===== src/shared/acr_pkg.sv =====
// Shared constants and types for the channel readout sequencer
package acr_pkg;

    ////////////////////////////////////////////////////////////////////////////
    // Channel map
    localparam logic [5:0] DRV1_TOP_CH   = 6'h3f;  // Driver 1 starts at channel 63
    localparam logic [5:0] DRV0_TOP_CH   = 6'h1f;  // Driver 0 starts at channel 31
    localparam logic [4:0] STEPS_PER_DRV = 5'h1f;  // 32 channels, 31 decrements

    ////////////////////////////////////////////////////////////////////////////
    // Readout clock counts, zero is the edge that shows the first channel
    localparam logic [7:0] CNT_SEQ_DRV0_LOAD = 8'h01;  // Driver 0 starts two clocks late
    localparam logic [7:0] CNT_SEQ_END       = 8'h81;  // Last step in sequential mode
    localparam logic [7:0] CNT_SIM_END       = 8'h1f;  // Last step in simultaneous mode
    localparam logic [1:0] SEQ_DRV1_STEP_PH  = 2'h3;   // Driver 1 steps every fourth clock
    localparam logic [1:0] SEQ_DRV0_STEP_PH  = 2'h1;   // Driver 0 steps two clocks later
    localparam logic [7:0] SEQ_TOTAL_CLOCKS  = 8'h83;  // 131 clocks, load rise included
    localparam logic [7:0] SIM_TOTAL_CLOCKS  = 8'h21;  // 33 clocks for a full read

    ////////////////////////////////////////////////////////////////////////////
    // Readout clock rate limits
    localparam int SYS_CLK_HZ     = 25_000_000;
    localparam int SEQ_CLK_MAX_HZ = 15_000_000;
    localparam int SIM_CLK_MAX_HZ = 3_750_000;
    localparam logic [3:0] SEQ_MIN_PERIOD =
        4'((SYS_CLK_HZ + SEQ_CLK_MAX_HZ - 1) / SEQ_CLK_MAX_HZ);
    localparam logic [3:0] SIM_MIN_PERIOD =
        4'((SYS_CLK_HZ + SIM_CLK_MAX_HZ - 1) / SIM_CLK_MAX_HZ);
    localparam logic [3:0] PERIOD_SAT     = 4'hf;

    ////////////////////////////////////////////////////////////////////////////
    // Types
    typedef enum logic [1:0] {ST_ARMED, ST_PEND, ST_READ, ST_WAIT} acr_state_t;

    typedef struct packed {
        logic       readStart;    // read_start_in
        logic       intReset;     // integrator_reset_in
        logic       readClk;      // readout clock from the timing controller
    } acr_ctl_t;

    typedef struct packed {
        logic [5:0] chan;         // Channel connected to the driver
        logic       dataOn;       // Driver presents channel data
        logic       outEnable;    // Driver is not high impedance
        logic       cmHold;       // Driver holds output common-mode level
    } acr_drv_t;

endpackage : acr_pkg


===== src/rtl/acr_readout_seq.sv =====
// Readout sequencer stepping 64 sampled channels onto two output drivers
//
// Overview of operation
// [RULE1] Driver 1 carries 63..32, driver 0 31..0
// [RULE2] Select high simultaneous, low sequential
// [RULE3] Read start pulse begins read, clears counter
// [RULE4] Sequential: channel 63 on first clock after fall
// [RULE5] Sequential: each driver steps every four clocks
// [RULE6] Sequential: driver 0 lags driver 1 two clocks
// [RULE7] Tristate strap floats idle drivers, else common mode
// [RULE8] Sequential data every second clock, clock max 15 MHz
// [RULE9] Simultaneous: both drivers step every clock
// [RULE10] Simultaneous read takes 33 clocks, max 3.75 MHz
// [RULE11] Controller raises integrator reset with read start
// [RULE12] Controller may stop clock after 133 or 33
// [RULE13] Controller may start read after signal sample
// [RULE14] After read, wait for integrator reset and start
// [RULE15] Controller gives 133 or 33 clocks after reset
// [RULE16] Direction select chooses up or down polarity
// [RULE17] End flag low while read in progress
// [RULE18] Counter frozen after last channel until next start
// [RULE19] End flag rises as drivers leave data state
`timescale 1ns/100ps
module acr_readout_seq (
    input  wire logic                   clk,
    input  wire logic                   rst,
    input  wire acr_pkg::acr_ctl_t      ctlIn,
    input  wire logic                   simultaneousSelect,
    input  wire logic                   tristateEnable,
    input  wire logic                   integrateDirectionSel,
    output acr_pkg::acr_drv_t [1:0]     drvOut,
    output logic                        endOfReadFlag,
    output logic                        integrateDown,
    output logic                        rateError
);

    acr_pkg::acr_ctl_t   ctlPrev_ff;
    acr_pkg::acr_state_t state_ff;
    acr_pkg::acr_state_t nxt_state;
    logic [7:0]          cnt_ff;
    logic [7:0]          nxt_cnt;
    logic                simul_ff;
    logic                irstSeen_ff;
    logic                eor_ff;
    logic                dirDown_ff;
    logic [3:0]          per_ff;
    logic                rateErr_ff;
    logic [1:0]          drvLoad;
    logic [1:0]          drvStep;

    ////////////////////////////////////////////////////////////////////////////
    // Edge detection on the controller inputs
    wire startRise = ctlIn.readStart & ~ctlPrev_ff.readStart;
    wire startFall = ~ctlIn.readStart & ctlPrev_ff.readStart;
    wire irstRise  = ctlIn.intReset & ~ctlPrev_ff.intReset;
    wire clkRise   = ctlIn.readClk & ~ctlPrev_ff.readClk;

    always_ff @(posedge clk) begin
        if (rst) begin
            ctlPrev_ff <= '0;
        end else begin
            ctlPrev_ff <= ctlIn;
        end
    end

    ////////////////////////////////////////////////////////////////////////////
    // Decodes shared by the state machine and the drivers
    wire inRead    = (state_ff == acr_pkg::ST_READ);
    wire inWait    = (state_ff == acr_pkg::ST_WAIT);
    wire loadEvt   = (state_ff == acr_pkg::ST_PEND) && clkRise;          // [RULE4]
    wire readStep  = inRead && clkRise;
    wire endHit    = simul_ff ? (cnt_ff == acr_pkg::CNT_SIM_END)
                              : (cnt_ff == acr_pkg::CNT_SEQ_END);
    wire lastEdge  = readStep && endHit;
    // Both the integrator reset and a new start must be seen to leave wait
    wire waitDone  = inWait && (irstSeen_ff || irstRise) && startRise;    // [RULE14]
    wire armStart  = startRise && ((state_ff == acr_pkg::ST_ARMED) || waitDone);
    wire seqD0Load = readStep && !simul_ff && (cnt_ff == acr_pkg::CNT_SEQ_DRV0_LOAD);

    ////////////////////////////////////////////////////////////////////////////
    // Read state machine
    always_comb begin
        nxt_state = state_ff;
        case (state_ff)
            acr_pkg::ST_ARMED: begin
                if (startFall) begin
                    nxt_state = acr_pkg::ST_PEND;                        // [RULE3]
                end
            end
            acr_pkg::ST_PEND: begin
                if (clkRise) begin
                    nxt_state = acr_pkg::ST_READ;                        // [RULE4]
                end
            end
            acr_pkg::ST_READ: begin
                if (lastEdge) begin
                    nxt_state = acr_pkg::ST_WAIT;                        // [RULE14]
                end
            end
            acr_pkg::ST_WAIT: begin
                if (waitDone) begin
                    nxt_state = acr_pkg::ST_ARMED;                       // [RULE14]
                end
            end
            default: begin
                nxt_state = acr_pkg::ST_ARMED;
            end
        endcase
    end

    // Channel counter: cleared by a start, frozen once the read is over
    always_comb begin
        nxt_cnt = cnt_ff;
        if (armStart || loadEvt) begin
            nxt_cnt = 8'h00;                                             // [RULE3]
        end else if (readStep && !endHit) begin
            nxt_cnt = cnt_ff + 8'h01;                                    // [RULE18]
        end
    end

    always_ff @(posedge clk) begin
        if (rst) begin
            state_ff <= acr_pkg::ST_ARMED;
            cnt_ff   <= 8'h00;
        end else begin
            state_ff <= nxt_state;
            cnt_ff   <= nxt_cnt;
        end
    end

    // Mode is latched at the first clock so a pin change mid-read is harmless
    always_ff @(posedge clk) begin
        if (rst) begin
            simul_ff <= 1'b0;
        end else if (loadEvt) begin
            simul_ff <= simultaneousSelect;                              // [RULE2]
        end
    end

    // Integrator reset seen during wait; a start clears it
    always_ff @(posedge clk) begin
        if (rst) begin
            irstSeen_ff <= 1'b0;
        end else if (inWait && irstRise) begin
            irstSeen_ff <= 1'b1;                                         // [RULE14]
        end else if (!inWait) begin
            irstSeen_ff <= 1'b0;
        end
    end

    ////////////////////////////////////////////////////////////////////////////
    // End-of-read flag: low from the start pulse until the last step
    always_ff @(posedge clk) begin
        if (rst) begin
            eor_ff <= 1'b1;
        end else if (armStart) begin
            eor_ff <= 1'b0;                                              // [RULE17]
        end else if (lastEdge) begin
            eor_ff <= 1'b1;                                              // [RULE19]
        end
    end

    // Direction strap sets reset level and output polarity downstream
    always_ff @(posedge clk) begin
        if (rst) begin
            dirDown_ff <= 1'b0;
        end else begin
            dirDown_ff <= integrateDirectionSel;                         // [RULE16]
        end
    end

    ////////////////////////////////////////////////////////////////////////////
    // Readout clock period check; sticky until the first readout clock of the next read
    wire [3:0] minPer  = simul_ff ? acr_pkg::SIM_MIN_PERIOD : acr_pkg::SEQ_MIN_PERIOD;
    // One bit wider so a saturated count cannot wrap to zero
    wire [4:0] perNext = {1'b0, per_ff} + 5'h01;
    wire       tooFast = readStep && (perNext < {1'b0, minPer});

    always_ff @(posedge clk) begin
        if (rst) begin
            per_ff     <= 4'h0;
            rateErr_ff <= 1'b0;
        end else begin
            per_ff     <= clkRise ? 4'h0
                                  : ((per_ff == acr_pkg::PERIOD_SAT) ? per_ff : per_ff + 4'h1);
            if (tooFast) begin
                rateErr_ff <= 1'b1;                                      // [RULE8] [RULE10]
            end else if (loadEvt) begin
                rateErr_ff <= 1'b0;
            end
        end
    end

    ////////////////////////////////////////////////////////////////////////////
    // Driver load and step strobes
    assign drvLoad[1] = loadEvt;                                         // [RULE4]
    assign drvLoad[0] = (loadEvt && simultaneousSelect) || seqD0Load;    // [RULE6] [RULE9]
    // In sequential mode alternate drivers so fresh data appears every second clock
    assign drvStep[1] = readStep
                        && (simul_ff || (cnt_ff[1:0] == acr_pkg::SEQ_DRV1_STEP_PH)); // [RULE5]
    assign drvStep[0] = readStep
                        && (simul_ff || (cnt_ff[1:0] == acr_pkg::SEQ_DRV0_STEP_PH)); // [RULE8]

    // Driver 1 takes the upper half, driver 0 the lower
    for (genvar i = 0; i < 2; i++) begin : g_drv
        acr_driver #(
            .TOP_CH ((i == 1) ? acr_pkg::DRV1_TOP_CH : acr_pkg::DRV0_TOP_CH) // [RULE1]
        ) u_drv (
            .clk            (clk),
            .rst            (rst),
            .load           (drvLoad[i]),
            .step           (drvStep[i]),
            .tristateEnable (tristateEnable),
            .drv            (drvOut[i])
        );
    end

    assign endOfReadFlag = eor_ff;
    assign integrateDown = dirDown_ff;
    assign rateError     = rateErr_ff;

    ////////////////////////////////////////////////////////////////////////////
    // Checks; the rise counter is independent of the channel counter
    logic [7:0] rises_ff;

    always_ff @(posedge clk) begin
        if (rst) begin
            rises_ff <= 8'h00;
        end else if (loadEvt) begin
            rises_ff <= 8'h01;
        end else if (readStep) begin
            rises_ff <= rises_ff + 8'h01;
        end
    end
endmodule : acr_readout_seq


===== src/rtl/acr_driver.sv =====
// One differential output driver: channel pointer and output state
`timescale 1ns/100ps
module acr_driver #(
    parameter logic [5:0] TOP_CH = acr_pkg::DRV1_TOP_CH
) (
    input  wire logic              clk,
    input  wire logic              rst,
    input  wire logic              load,
    input  wire logic              step,
    input  wire logic              tristateEnable,
    output acr_pkg::acr_drv_t      drv
);

    logic [5:0] chan_ff;
    logic [4:0] left_ff;
    logic       on_ff;
    logic       oe_ff;
    logic       cm_ff;

    ////////////////////////////////////////////////////////////////////////////
    // Next state; load wins over a step in the same clock
    wire lastStep  = step && on_ff && (left_ff == 5'h00);
    wire midStep   = step && on_ff && (left_ff != 5'h00);
    wire nxt_on    = load ? 1'b1 : (lastStep ? 1'b0 : on_ff);
    wire [5:0] nxt_chan = load ? TOP_CH : (midStep ? chan_ff - 6'h01 : chan_ff);
    wire [4:0] nxt_left = load ? acr_pkg::STEPS_PER_DRV
                               : (midStep ? left_ff - 5'h01 : left_ff);

    // Pointer and data state
    always_ff @(posedge clk) begin
        if (rst) begin
            chan_ff <= 6'h00;
            left_ff <= 5'h00;
            on_ff   <= 1'b0;
        end else begin
            chan_ff <= nxt_chan;
            left_ff <= nxt_left;
            on_ff   <= nxt_on;
        end
    end

    // Idle driver floats or holds common mode by the strap [RULE7]
    always_ff @(posedge clk) begin
        if (rst) begin
            oe_ff <= 1'b0;
            cm_ff <= 1'b0;
        end else begin
            oe_ff <= nxt_on | ~tristateEnable;   // [RULE7]
            cm_ff <= ~nxt_on & ~tristateEnable;  // [RULE7]
        end
    end

    assign drv = '{chan: chan_ff, dataOn: on_ff, outEnable: oe_ff, cmHold: cm_ff};

endmodule : acr_driver


===== config.mk =====
export PLATFORM = sky130hd
export DESIGN_NAME = acr_readout_seq
export DESIGN_NICKNAME = d
export VERILOG_FILES = /design/src/shared/acr_pkg.sv /design/src/rtl/acr_readout_seq.sv /design/src/rtl/acr_driver.sv
export SDC_FILE = /design/constraint.sdc
export NUM_CORES = 1
export LEC_CHECK = 0
export BUFFER_PORTS_ARGS = -buffer_cell sky130_fd_sc_hd__buf_2
export CAP_MARGIN = 20
export CORE_AREA = 2 2 69 71
export CTS_CLUSTER_SIZE = 40
export DETAILED_ROUTE_END_ITERATION = 8
export DIE_AREA = 0 0 71 73
export PLACE_DENSITY = 0.73
export SYNTH_ARGS = -nofsm -noshare
export SYNTH_HDL_FRONTEND = slang
export SYNTH_SLANG_ARGS = --single-unit

===== constraint.sdc =====
create_clock -name clk -period 2.5 [get_ports clk]
set_clock_uncertainty 0.2 [all_clocks]
set_input_delay 0.375 -clock clk [delete_from_list [all_inputs] [get_ports clk]]
set_output_delay 0.375 -clock clk [all_outputs]
set_load 0.01 [all_outputs]

## Word-level counts from Yosys, hierarchy flattened

Cells that the tools add are included.

| storage, ports and cells | value |
|---|---|
| input bits | 8 |
| output and inout bits | 21 |
| flip-flop bits (word level) | 50 |
| logic and storage cells | 125 |

| cells by class | value |
|---|---|
| bitwise logic cells | 15 |
| add/subtract/negate cells | 7 |
| reduce and logical (&&, ||, !) cells | 41 |
| $lt $le $gt $ge | 1 |
| eq/ne operators | 14 |
| muxes and demuxes | 25 |

Operators by type and width:

| cell | number |
|---|---|
| 5-bit 2-to-1 mux | 6 |
| 1-bit logical AND | 20 |
| 6-bit 2-to-1 mux | 2 |
| 6-bit by 1-bit subtractor with 6-bit output (second input constant) | 2 |
| 1-bit 2-to-1 mux | 11 |
| 5-bit logical NOT | 2 |
| 5-bit nonzero test | 2 |
| 5-bit by 1-bit subtractor with 5-bit output (second input constant) | 2 |
| 8-bit by 1-bit adder with 8-bit output (second input constant) | 1 |
| 8-bit by 1-bit == test with 1-bit output (second input constant) | 1 |
| 8-bit by 5-bit == test with 1-bit output (second input constant) | 1 |
| 8-bit == test (second input constant) | 1 |
| 2-bit 2-to-1 mux | 4 |
| 2-bit case mux with 4 select lines | 1 |
| 2-bit nonzero test | 4 |
| 1-bit NOT | 7 |
| 1-bit bitwise AND | 6 |
| 2-bit == test (second input constant) | 3 |
| 1-bit logical OR | 6 |
| 2-bit by 1-bit inequality test with 1-bit output (second input constant) | 3 |
| 2-bit OR reduction | 3 |
| 4-bit by 1-bit adder with 5-bit output (second input constant) | 1 |
| 5-bit by 3-bit < comparator with 1-bit output | 1 |
| 4-bit by 1-bit adder with 4-bit output (second input constant) | 1 |
| 8 further kinds | 12 |

## Logic depth before layout (Yosys ltp)

Gate-level depths: netlist of the first run.

| logic depth | value |
|---|---|
| depth in word-level cells | 10 |
| mapped depth | 9 |
| gate-level depth less buffers | 7 |

## By module

A second synthesis of the first run with hierarchy kept.

| unflattened totals | value |
|---|---|
| cells, all modules | 295 |
| area, all modules | 2625.0 µm² |

Modules (own cells, without submodules):

| module | cells an instance | area each (µm²) | instances | seq. area each (µm²) |
|---|---|---|---|---|
| acr_readout_seq | 136 | 1222.4 | 1 | 440.4 |
| acr_driver at g_drv[1].u_drv | 81 | 706.9 | 1 | 280.3 |
| acr_driver at g_drv[0].u_drv | 78 | 695.7 | 1 | 280.3 |

## Worst setup path before layout of the first run

Ideal clock, no wire load.

| timing path | value |
|---|---|
| path kind | register to register |
| from | reg state_ff[0] |
| to | reg g_drv[0].u_drv.cm_ff |
| clock period less this slack | 1.922 ns |
| buffers on the path | 1 |
| setup time | 0.073 ns |
| arrival | 1.649 ns |
| slack | 0.578 ns |
| data required time | 2.227 ns |
| cell stages (with the launch flop) | 9 |
| path through | dfxtp_1 > inv_1 > ha_1 > and3b_1 > buf_4 > and4_1 > a21oi_1 > a21boi_1 > nor3b_2 |

| on the way | value |
|---|---|
| longest elaborated chain between the ends | 9 |
| elaborated cells on any way between the ends | 15 |
| those cells by class | 2 x eq/ne; 2 x mux; 2 x bitwise; 9 x reduce/logical |

RTL lines:

| item | RTL line | source |
|---|---|---|
| start, declared | acr_readout_seq.sv:38 | `acr_pkg::acr_state_t state_ff;` |
| start signal, assigned | acr_readout_seq.sv:123 | `state_ff <= acr_pkg::ST_ARMED;` |
| start signal, assigned | acr_readout_seq.sv:126 | `state_ff <= nxt_state;` |
| 2-bit == test | acr_readout_seq.sv:68 | `wire inRead = (state_ff == acr_pkg::ST_READ);` |
| 1-bit logical AND | acr_readout_seq.sv:71 | `wire readStep = inRead && clkRise;` |
| 1-bit logical AND | acr_readout_seq.sv:202 | `&& (simul_ff \|\| (cnt_ff[1:0] == acr_pkg::SEQ_DRV0_STEP_PH));` |
| 1-bit logical AND (2 in a row) | acr_driver.sv:22 | `wire lastStep = step && on_ff && (left_ff == 5'h00);` |
| 1-bit 2-to-1 mux | acr_driver.sv:24 | `wire nxt_on = load ? 1'b1 : (lastStep ? 1'b0 : on_ff);` |
| 1-bit 2-to-1 mux * | acr_driver.sv:24 |  |
| 1-bit NOT * | acr_driver.sv:49 | `cm_ff <= ~nxt_on & ~tristateEnable;` |
| 1-bit bitwise AND * | acr_driver.sv:49 |  |
| end signal, assigned | acr_driver.sv:49 |  |
| end, declared | acr_driver.sv:18 | `logic cm_ff;` |

Mark *: on every way between the ends. The rest lies on a longest branch, timed or not.
A chain may end at the register's enable or synchronous reset.

## Final worst setup path of the first run

| timing path | value |
|---|---|
| from | reg state_ff[0] |
| to | reg g_drv[1].u_drv.left_ff[4] |

| on the way | value |
|---|---|
| longest elaborated chain between the ends | 6 |
| elaborated cells on any way between the ends | 9 |
| those cells by class | 2 x eq/ne; 1 x mux; 6 x reduce/logical |

RTL lines:

| item | RTL line | source |
|---|---|---|
| 2-bit == test | acr_readout_seq.sv:68 |  |
| 1-bit logical AND | acr_readout_seq.sv:71 |  |
| 1-bit logical AND | acr_readout_seq.sv:200 | `&& (simul_ff \|\| (cnt_ff[1:0] == acr_pkg::SEQ_DRV1_STEP_PH));` |
| 1-bit logical AND (2 in a row) | acr_driver.sv:23 | `wire midStep = step && on_ff && (left_ff != 5'h00);` |
| 2-bit nonzero test (no source line) | n/a |  |
| end signal, assigned | acr_driver.sv:37 | `left_ff <= nxt_left;` |
| end, declared | acr_driver.sv:15 | `logic [4:0] left_ff;` |

Several ways; a longest one is shown, not always the timed one.

==> results of run 1 <==
## synth_stat cells (2+ instances only)
| library cell | number | area (um^2) |
|---|---|---|
| dfxtp_1 | 50 | 1000 |
| a21oi_1 | 27 | 135 |
| nor2_1 | 25 | 93.8 |
| inv_1 | 16 | 60.1 |
| nand2_1 | 16 | 60.1 |
| xnor2_1 | 15 | 131 |
| ha_1 | 12 | 150 |
| nand3_1 | 11 | 55.1 |
| xor2_1 | 10 | 87.6 |
| buf_4 | 8 | 60.1 |
| nand2b_1 | 8 | 50.1 |
| o21ai_0 | 8 | 40.0 |
| nor2b_1 | 6 | 37.5 |
| nor3_1 | 6 | 30.0 |
| a211oi_1 | 5 | 37.5 |
| a311oi_1 | 3 | 26.3 |
| buf_2 | 3 | 15.0 |
| clkbuf_1 | 3 | 11.3 |
| buf_1 | 2 | 7.51 |
| mux2i_1 | 2 | 20.0 |
| nor3b_1 | 2 | 15.0 |
| nor3b_2 | 2 | 25.0 |
| nor4_2 | 2 | 25.0 |
| or2_2 | 2 | 12.5 |
## state kept, by name, indices dropped and copies added (netlist names)
name / flops
cnt_ff: 8
simul_ff: 1
irstSeen_ff: 1
rateError: 1
per_ff: 4
ctlPrev_ff: 3
integrateDown: 1
g_drv.u_drv.oe_ff: 2
g_drv.u_drv.chan_ff: 12
g_drv.u_drv.left_ff: 10
g_drv.u_drv.on_ff: 2
state_ff: 2
g_drv.u_drv.cm_ff: 2
endOfReadFlag: 1
## through the flow
| stage | setup WS, ns | cells | hold WS, ns | power, mW |
|---|---|---|---|---|
| floorplan | 0.578 | 270 | 0.246 | 1.36 |
| global placement | 0.448 | 340 | 0.260 | 1.47 |
| detailed placement | 0.352 | 340 | 0.276 | 1.48 |
| CTS | 0.343 | 348 | 0.0719 | 2.17 |
| global route | 0.115 | 348 | 0.0919 | 2.27 |
| finish | 0.341 | 348 | 0.0758 | 2.15 |
## metal layers
| layer | part of all wire | vias up | GRT usage |
|---|---|---|---|
| li1 | - | 965 | - |
| met1 | 0.49 | 858 | 0.222 |
| met2 | 0.46 | 29 | 0.289 |
| met3 | 0.030 | 5 | 0.0428 |
| met4 | 0.010 | 0 | 0.0566 |
| met5 | 0 | - | 0 |
## how the worst max path moves through the flow
stage / from / end / cells past startpoint / slack (ns)
after detailed placement: state_ff[0]$_SDFFE_PP0P_ / g_drv[1].u_drv.left_ff[4]$_SDFFE_PP0P_ / 7 / 0.35
after global routing: state_ff[0]$_SDFFE_PP0P_ / g_drv[1].u_drv.left_ff[4]$_SDFFE_PP0P_ / 7 / 0.11
after global placement: state_ff[0]$_SDFFE_PP0P_ / g_drv[1].u_drv.left_ff[4]$_SDFFE_PP0P_ / 7 / 0.45
after floorplan: state_ff[0]$_SDFFE_PP0P_ / g_drv[0].u_drv.cm_ff$_SDFF_PP0_ / 8 / 0.58
after CTS: state_ff[0]$_SDFFE_PP0P_ / g_drv[1].u_drv.left_ff[4]$_SDFFE_PP0P_ / 7 / 0.34
final: state_ff[0]$_SDFFE_PP0P_ / g_drv[1].u_drv.left_ff[4]$_SDFFE_PP0P_ / 7 / 0.34
## area by class of cell
class / instances / area (um^2) / area share
clock inverter: 2 / 60.1 / 0.0221
tap: 54 / 67.6 / 0.0249
multi-input combinational: 188 / 1270 / 0.469
inverter: 16 / 60.1 / 0.0221
clock buffer: 6 / 82.6 / 0.0304
sequential: 50 / 1000 / 0.368
timing repair buffer: 32 / 170 / 0.0626
## kinds of logic after synthesis
| group | count (synthesis) | share of synthesized area |
|---|---|---|
| mux | 3 | 0.0129 |
| compound gates | 59 | 0.161 |
| simple gates | 89 | 0.199 |
| fa+ha+maj | 12 | 0.0618 |
| xor+xnor | 25 | 0.0901 |
| buf+inv | 32 | 0.0633 |
| flops | 50 | 0.412 |
## where the power goes
| group | switching (mW) | leakage (nW) | internal, mW | total (mW) |
|---|---|---|---|---|
| Combinational | 0.270 | 0.566 | 0.226 | 0.496 |
| Clock | 0.260 | 0.0714 | 0.427 | 0.687 |
| Sequential | 0.0782 | 0.408 | 0.885 | 0.963 |
| Total | 0.608 | 1.04 | 1.54 | 2.15 |
## worst reg2reg max path, stage by stage, from the launching register on
cell and delay, ns:
dfxtp_1 0.35, inv_1 0.08, ha_1 0.22, and3b_1 0.31, o2111a_1 0.42, nand2_1 0.14, o31ai_1 0.23, a21oi_1 0.09
==> metrics, run 1 <==
result of the run completed; number of fillers in the final layout roughly 400; post-route design area around 2700 um^2; wire length reported by the detailed router 4470 um; number of core rows 25; initial antenna violation count 0; DIE HEIGHT between 70 and 80 um; number of synthesized register bits 50; Worst Path Required around 2.5 ns; length in cells of the worst reg-to-reg path 7; I/O pins 29; Max-Slew Margin vs Limit 0.599; crit path kind flip-flop to flip-flop; number of buffers inserted by port buffering 28; share of layout cells above drive strength 1 0.177; Synth Cell Area 2430 um^2; depth of the CTS H-tree 2; count of antenna diodes in the layout 0; number of flops mapped to enable cells by yosys 0; area of the die between 5000 and 6000 um^2; CTS tree yes; worst reg2reg setup slack 0.34 ns; max-cap violations 0; Net Count, Synth 290; startpoint of the worst-slack reg-to-reg timing path state_ff[0]$_SDFFE_PP0P_; Worst R2R End g_drv[1].u_drv.left_ff[4]$_SDFFE_PP0P_; final setup vio count 0; post-route antenna net violation count 0; cell with the largest stage delay on the worst path o2111a_1; path type of the worst min-delay path input port to flip-flop; top cell family by delay on the critical path compound AO/OA/AOI/OAI gates; root buffer cell clkbuf_8; clock network latency to the later pin of the worst-skew pair 0.30 ns; critical path's largest stage delay around 0.42 ns; startpoint type of the worst setup path flip-flop; number of distinct library cell variants in the gate-level netlist after synthesis 50; Initial Util 0.536; worst vdd rail ir drop between 0.0004 and 0.0005 V; leakage power of the design between 1 and 1.5 nW; starting DRC count in detailed routing between 60 and 70; endpoint class of the critical path flip-flop; Post-CTS Setup Bufs 0; origin of the worst min-delay path integrateDirectionSel; core box area around 4500 um^2; Main synth FF type dfxtp_1; placement-stage cell area between 2000 and 3000 um^2; clock-pin slew reported for the worst setup and hold paths after clock tree synthesis roughly 0.090 ns; first-pass GRT wire length 7190 um; overall track demand over capacity in global routing 0.174; Final Hold Vio Count 0; horizontal extent of the die approximately 71 um; routability cong. between 0.8 and 0.9; data arrival time of the worst path 2.14 ns; Achievable Freq ~460 MHz; mean number of vias per cell approximately 5.3; Max clock buf depth 2; biggest fanout along the worst timing path 9; pin count of the biggest net entering global routing a little over 40; period utilization 0.863; transition time of the tightest slew-check pin about 0.6 ns; mean area per synthesized cell 9.00 um^2; detailed-route DRC error count 0; total negative slack for setup checks 0 ns; leading cell types in the layout, fill and taps excluded dfxtp_1, buf_2, a21oi_1; signed area change from the synthesized netlist to the final layout 11.8%; Post-Synthesis Cells 270; clock buffers created by TritonCTS 5; post-detailed-route wirelength per cell approximately 13 um; register area share after synthesis 0.412; vias in the first global route about 1600; length of the first detailed-routing pass in iterations 4; power density over the cells 790 nW/um^2; number of buffers and inverters on the critical path 1; min cycle time layout 2.16 ns; routed via count approximately 1900; Hold Crit Depth 2; Endpoint, Worst Hold integrateDown$_SDFF_PP0_; Yosys warning count 0; share of synthesized flip-flops with an asynchronous set or reset 0; post-cts gate resize count 0; final net count 313; total congestion overflow 0; Core Util, Final 0.599; Clock Sink Count 50; dpl hpwl between 3000 and 4000 um; worst path cell trace inv_1 -> ha_1 -> and3b_1 -> o2111a_1 -> nand2_1 -> o31ai_1 -> a21oi_1; Pins Over Slew Limit 0; most frequent standard cell in the layout excluding fill and tap cells dfxtp_1; hold buffers post-CTS 0; setup repair after global routing missed its margin no
Note: power is estimated with default switching activity, not from simulation.
==> run 2, diff against run 1 <==
- clock period: 2.5 -> 2.4 ns (I/O delays scaled with it)
==> metrics, run 2 (same netlist as run 1, synthesis figures left out) <==
routability cong. between 0.8 and 0.9; hold buffers post-CTS 0; post-detailed-route wirelength per cell around 12 um; Max clock buf depth 2; number of fillers in the final layout about 400; number of buffers inserted by port buffering 28; core box area ~4500 um^2; wire length reported by the detailed router roughly 4400 um; share of layout cells above drive strength 1 0.182; post-cts gate resize count 0; Achievable Freq around 460 MHz; Post-CTS Setup Bufs 0; post-route antenna net violation count 0; leading cell types in the layout, fill and taps excluded dfxtp_1, buf_2, a21oi_1; number of core rows 25; leakage power of the design 1.03 nW; post-route design area approximately 2700 um^2; crit path kind flip-flop to flip-flop; length of the first detailed-routing pass in iterations 4; max-cap violations 0; number of flip-flops under the largest register name 12; period utilization 0.904; worst vdd rail ir drop between 0.0004 and 0.0005 V; routed via count approximately 1900; Largest Register g_drv.u_drv.chan_ff; transition time of the tightest slew-check pin 0.576 ns; startpoint type of the worst setup path flip-flop; Worst Path Required approximately 2.4 ns; depth of the CTS H-tree 2; path type of the worst min-delay path input port to flip-flop; Max-Slew Margin vs Limit 0.613; horizontal extent of the die just over 70 um; clock network latency to the later pin of the worst-skew pair around 0.30 ns; power density over the cells between 700 and 800 nW/um^2; area of combinational cells with multiple inputs ~1300 um^2; final-layout worst hold slack about 0.063 ns; most frequent standard cell in the layout excluding fill and tap cells dfxtp_1; Clock Sink Count 50; first-pass GRT wire length between 7000 and 8000 um; endpoint class of the critical path flip-flop; Pins Over Slew Limit 0; biggest fanout along the worst timing path 9; cell count after placement between 300 and 400; worst slack, placed roughly 0.26 ns; Core Util, Final 0.596; Final Hold Vio Count 0; dpl hpwl around 3200 um; fin cells 350; result of the run completed; clock-pin slew reported for the worst setup and hold paths after clock tree synthesis ~0.090 ns; area of the die between 5000 and 6000 um^2; mean number of vias per cell ~5.3; DIE HEIGHT approximately 73 um; I/O pins 29; pin count of the biggest net entering global routing 22; CTS tree yes; Tot Pwr around 2.1 mW; starting DRC count in detailed routing 98; min cycle time layout between 2 and 2.5 ns; final setup vio count 0; detailed-route DRC error count 0; setup repair after global routing missed its margin no; final setup slack of the worst path ~0.23 ns; registers with the most flip-flops g_drv.u_drv.chan_ff (12), g_drv.u_drv.left_ff (10), cnt_ff (8); clock buffers created by TritonCTS 5; count of antenna diodes in the layout 0; vias in the first global route between 1500 and 2000; Initial Util 0.536; root buffer cell clkbuf_8; initial antenna violation count 0; signed area change from the synthesized netlist to the final layout 11.2%; data arrival time of the worst path between 2 and 2.5 ns; placement-stage cell area between 2000 and 3000 um^2; overall track demand over capacity in global routing 0.175; area taken by flip-flops and latches between 1000 and 1500 um^2; final net count about 320; total negative slack for setup checks 0 ns; total congestion overflow 0
==> run 2: changes by cell type in the layout (fill, tap and decap cells not counted), sizes merged <==
cell	previous run	this run
buf	32	34
clkinvlp	0	2
bufinv	2	1
clkbuf	6	5
==> run 2: area by class of cell <==
| cell class | count | share of cell area |
|---|---|---|
| Tap cell | 54 | 0.0250 |
| Multi-Input combinational cell | 188 | 0.472 |
| Inverter | 16 | 0.0222 |
| Clock buffer | 5 | 0.0255 |
| Timing Repair Buffer | 34 | 0.0685 |
| Clock inverter | 3 | 0.0167 |
| Sequential cell | 50 | 0.370 |
==> run 2: power breakdown <==
| part | switching (mW) | internal, mW | total, mW |
|---|---|---|---|
| clock | 0.279 | 0.310 | 0.589 |
| combinational | 0.280 | 0.239 | 0.519 |
| sequential | 0.0824 | 0.922 | 1.00 |
==> run 2: critical path, stage by stage, from the launching register on <==
cell,delay [ns]
dfxtp_1,0.35
inv_1,0.09
ha_1,0.22
and3b_1,0.32
o2111a_1,0.43
nand2_1,0.13
o31ai_1,0.22
a21oi_1,0.10
==> run 2: metal layers <==
| metal | wire [um] | track usage | vias up | part of all wire |
|---|---|---|---|---|
| met1 | 2100 | 0.231 | 862 | 0.48 |
| li1 | - | - | 968 | - |
| met3 | 121 | 0.0428 | 6 | 0.028 |
| met2 | 2080 | 0.279 | 25 | 0.48 |
| met5 | 0 | 0 | - | 0 |
| met4 | 53 | 0.0650 | 0 | 0.012 |
==> run 2: worst paths after layout <==
| path | cells after the start | slack, ns | from | to |
|---|---|---|---|---|
| worst max-delay path | 7 | 0.23 | state_ff[0]$_SDFFE_PP0P_ | g_drv[1].u_drv.left_ff[4]$_SDFFE_PP0P_ |
| worst min-delay path | 2 | 0.06 | tristateEnable | g_drv[0].u_drv.cm_ff$_SDFF_PP0_ |
| worst min register to register | 1 | 0.29 | rateError$_SDFFE_PP0P_ | rateError$_SDFFE_PP0P_ |
| worst max register to register | 7 | 0.23 | state_ff[0]$_SDFFE_PP0P_ | g_drv[1].u_drv.left_ff[4]$_SDFFE_PP0P_ |
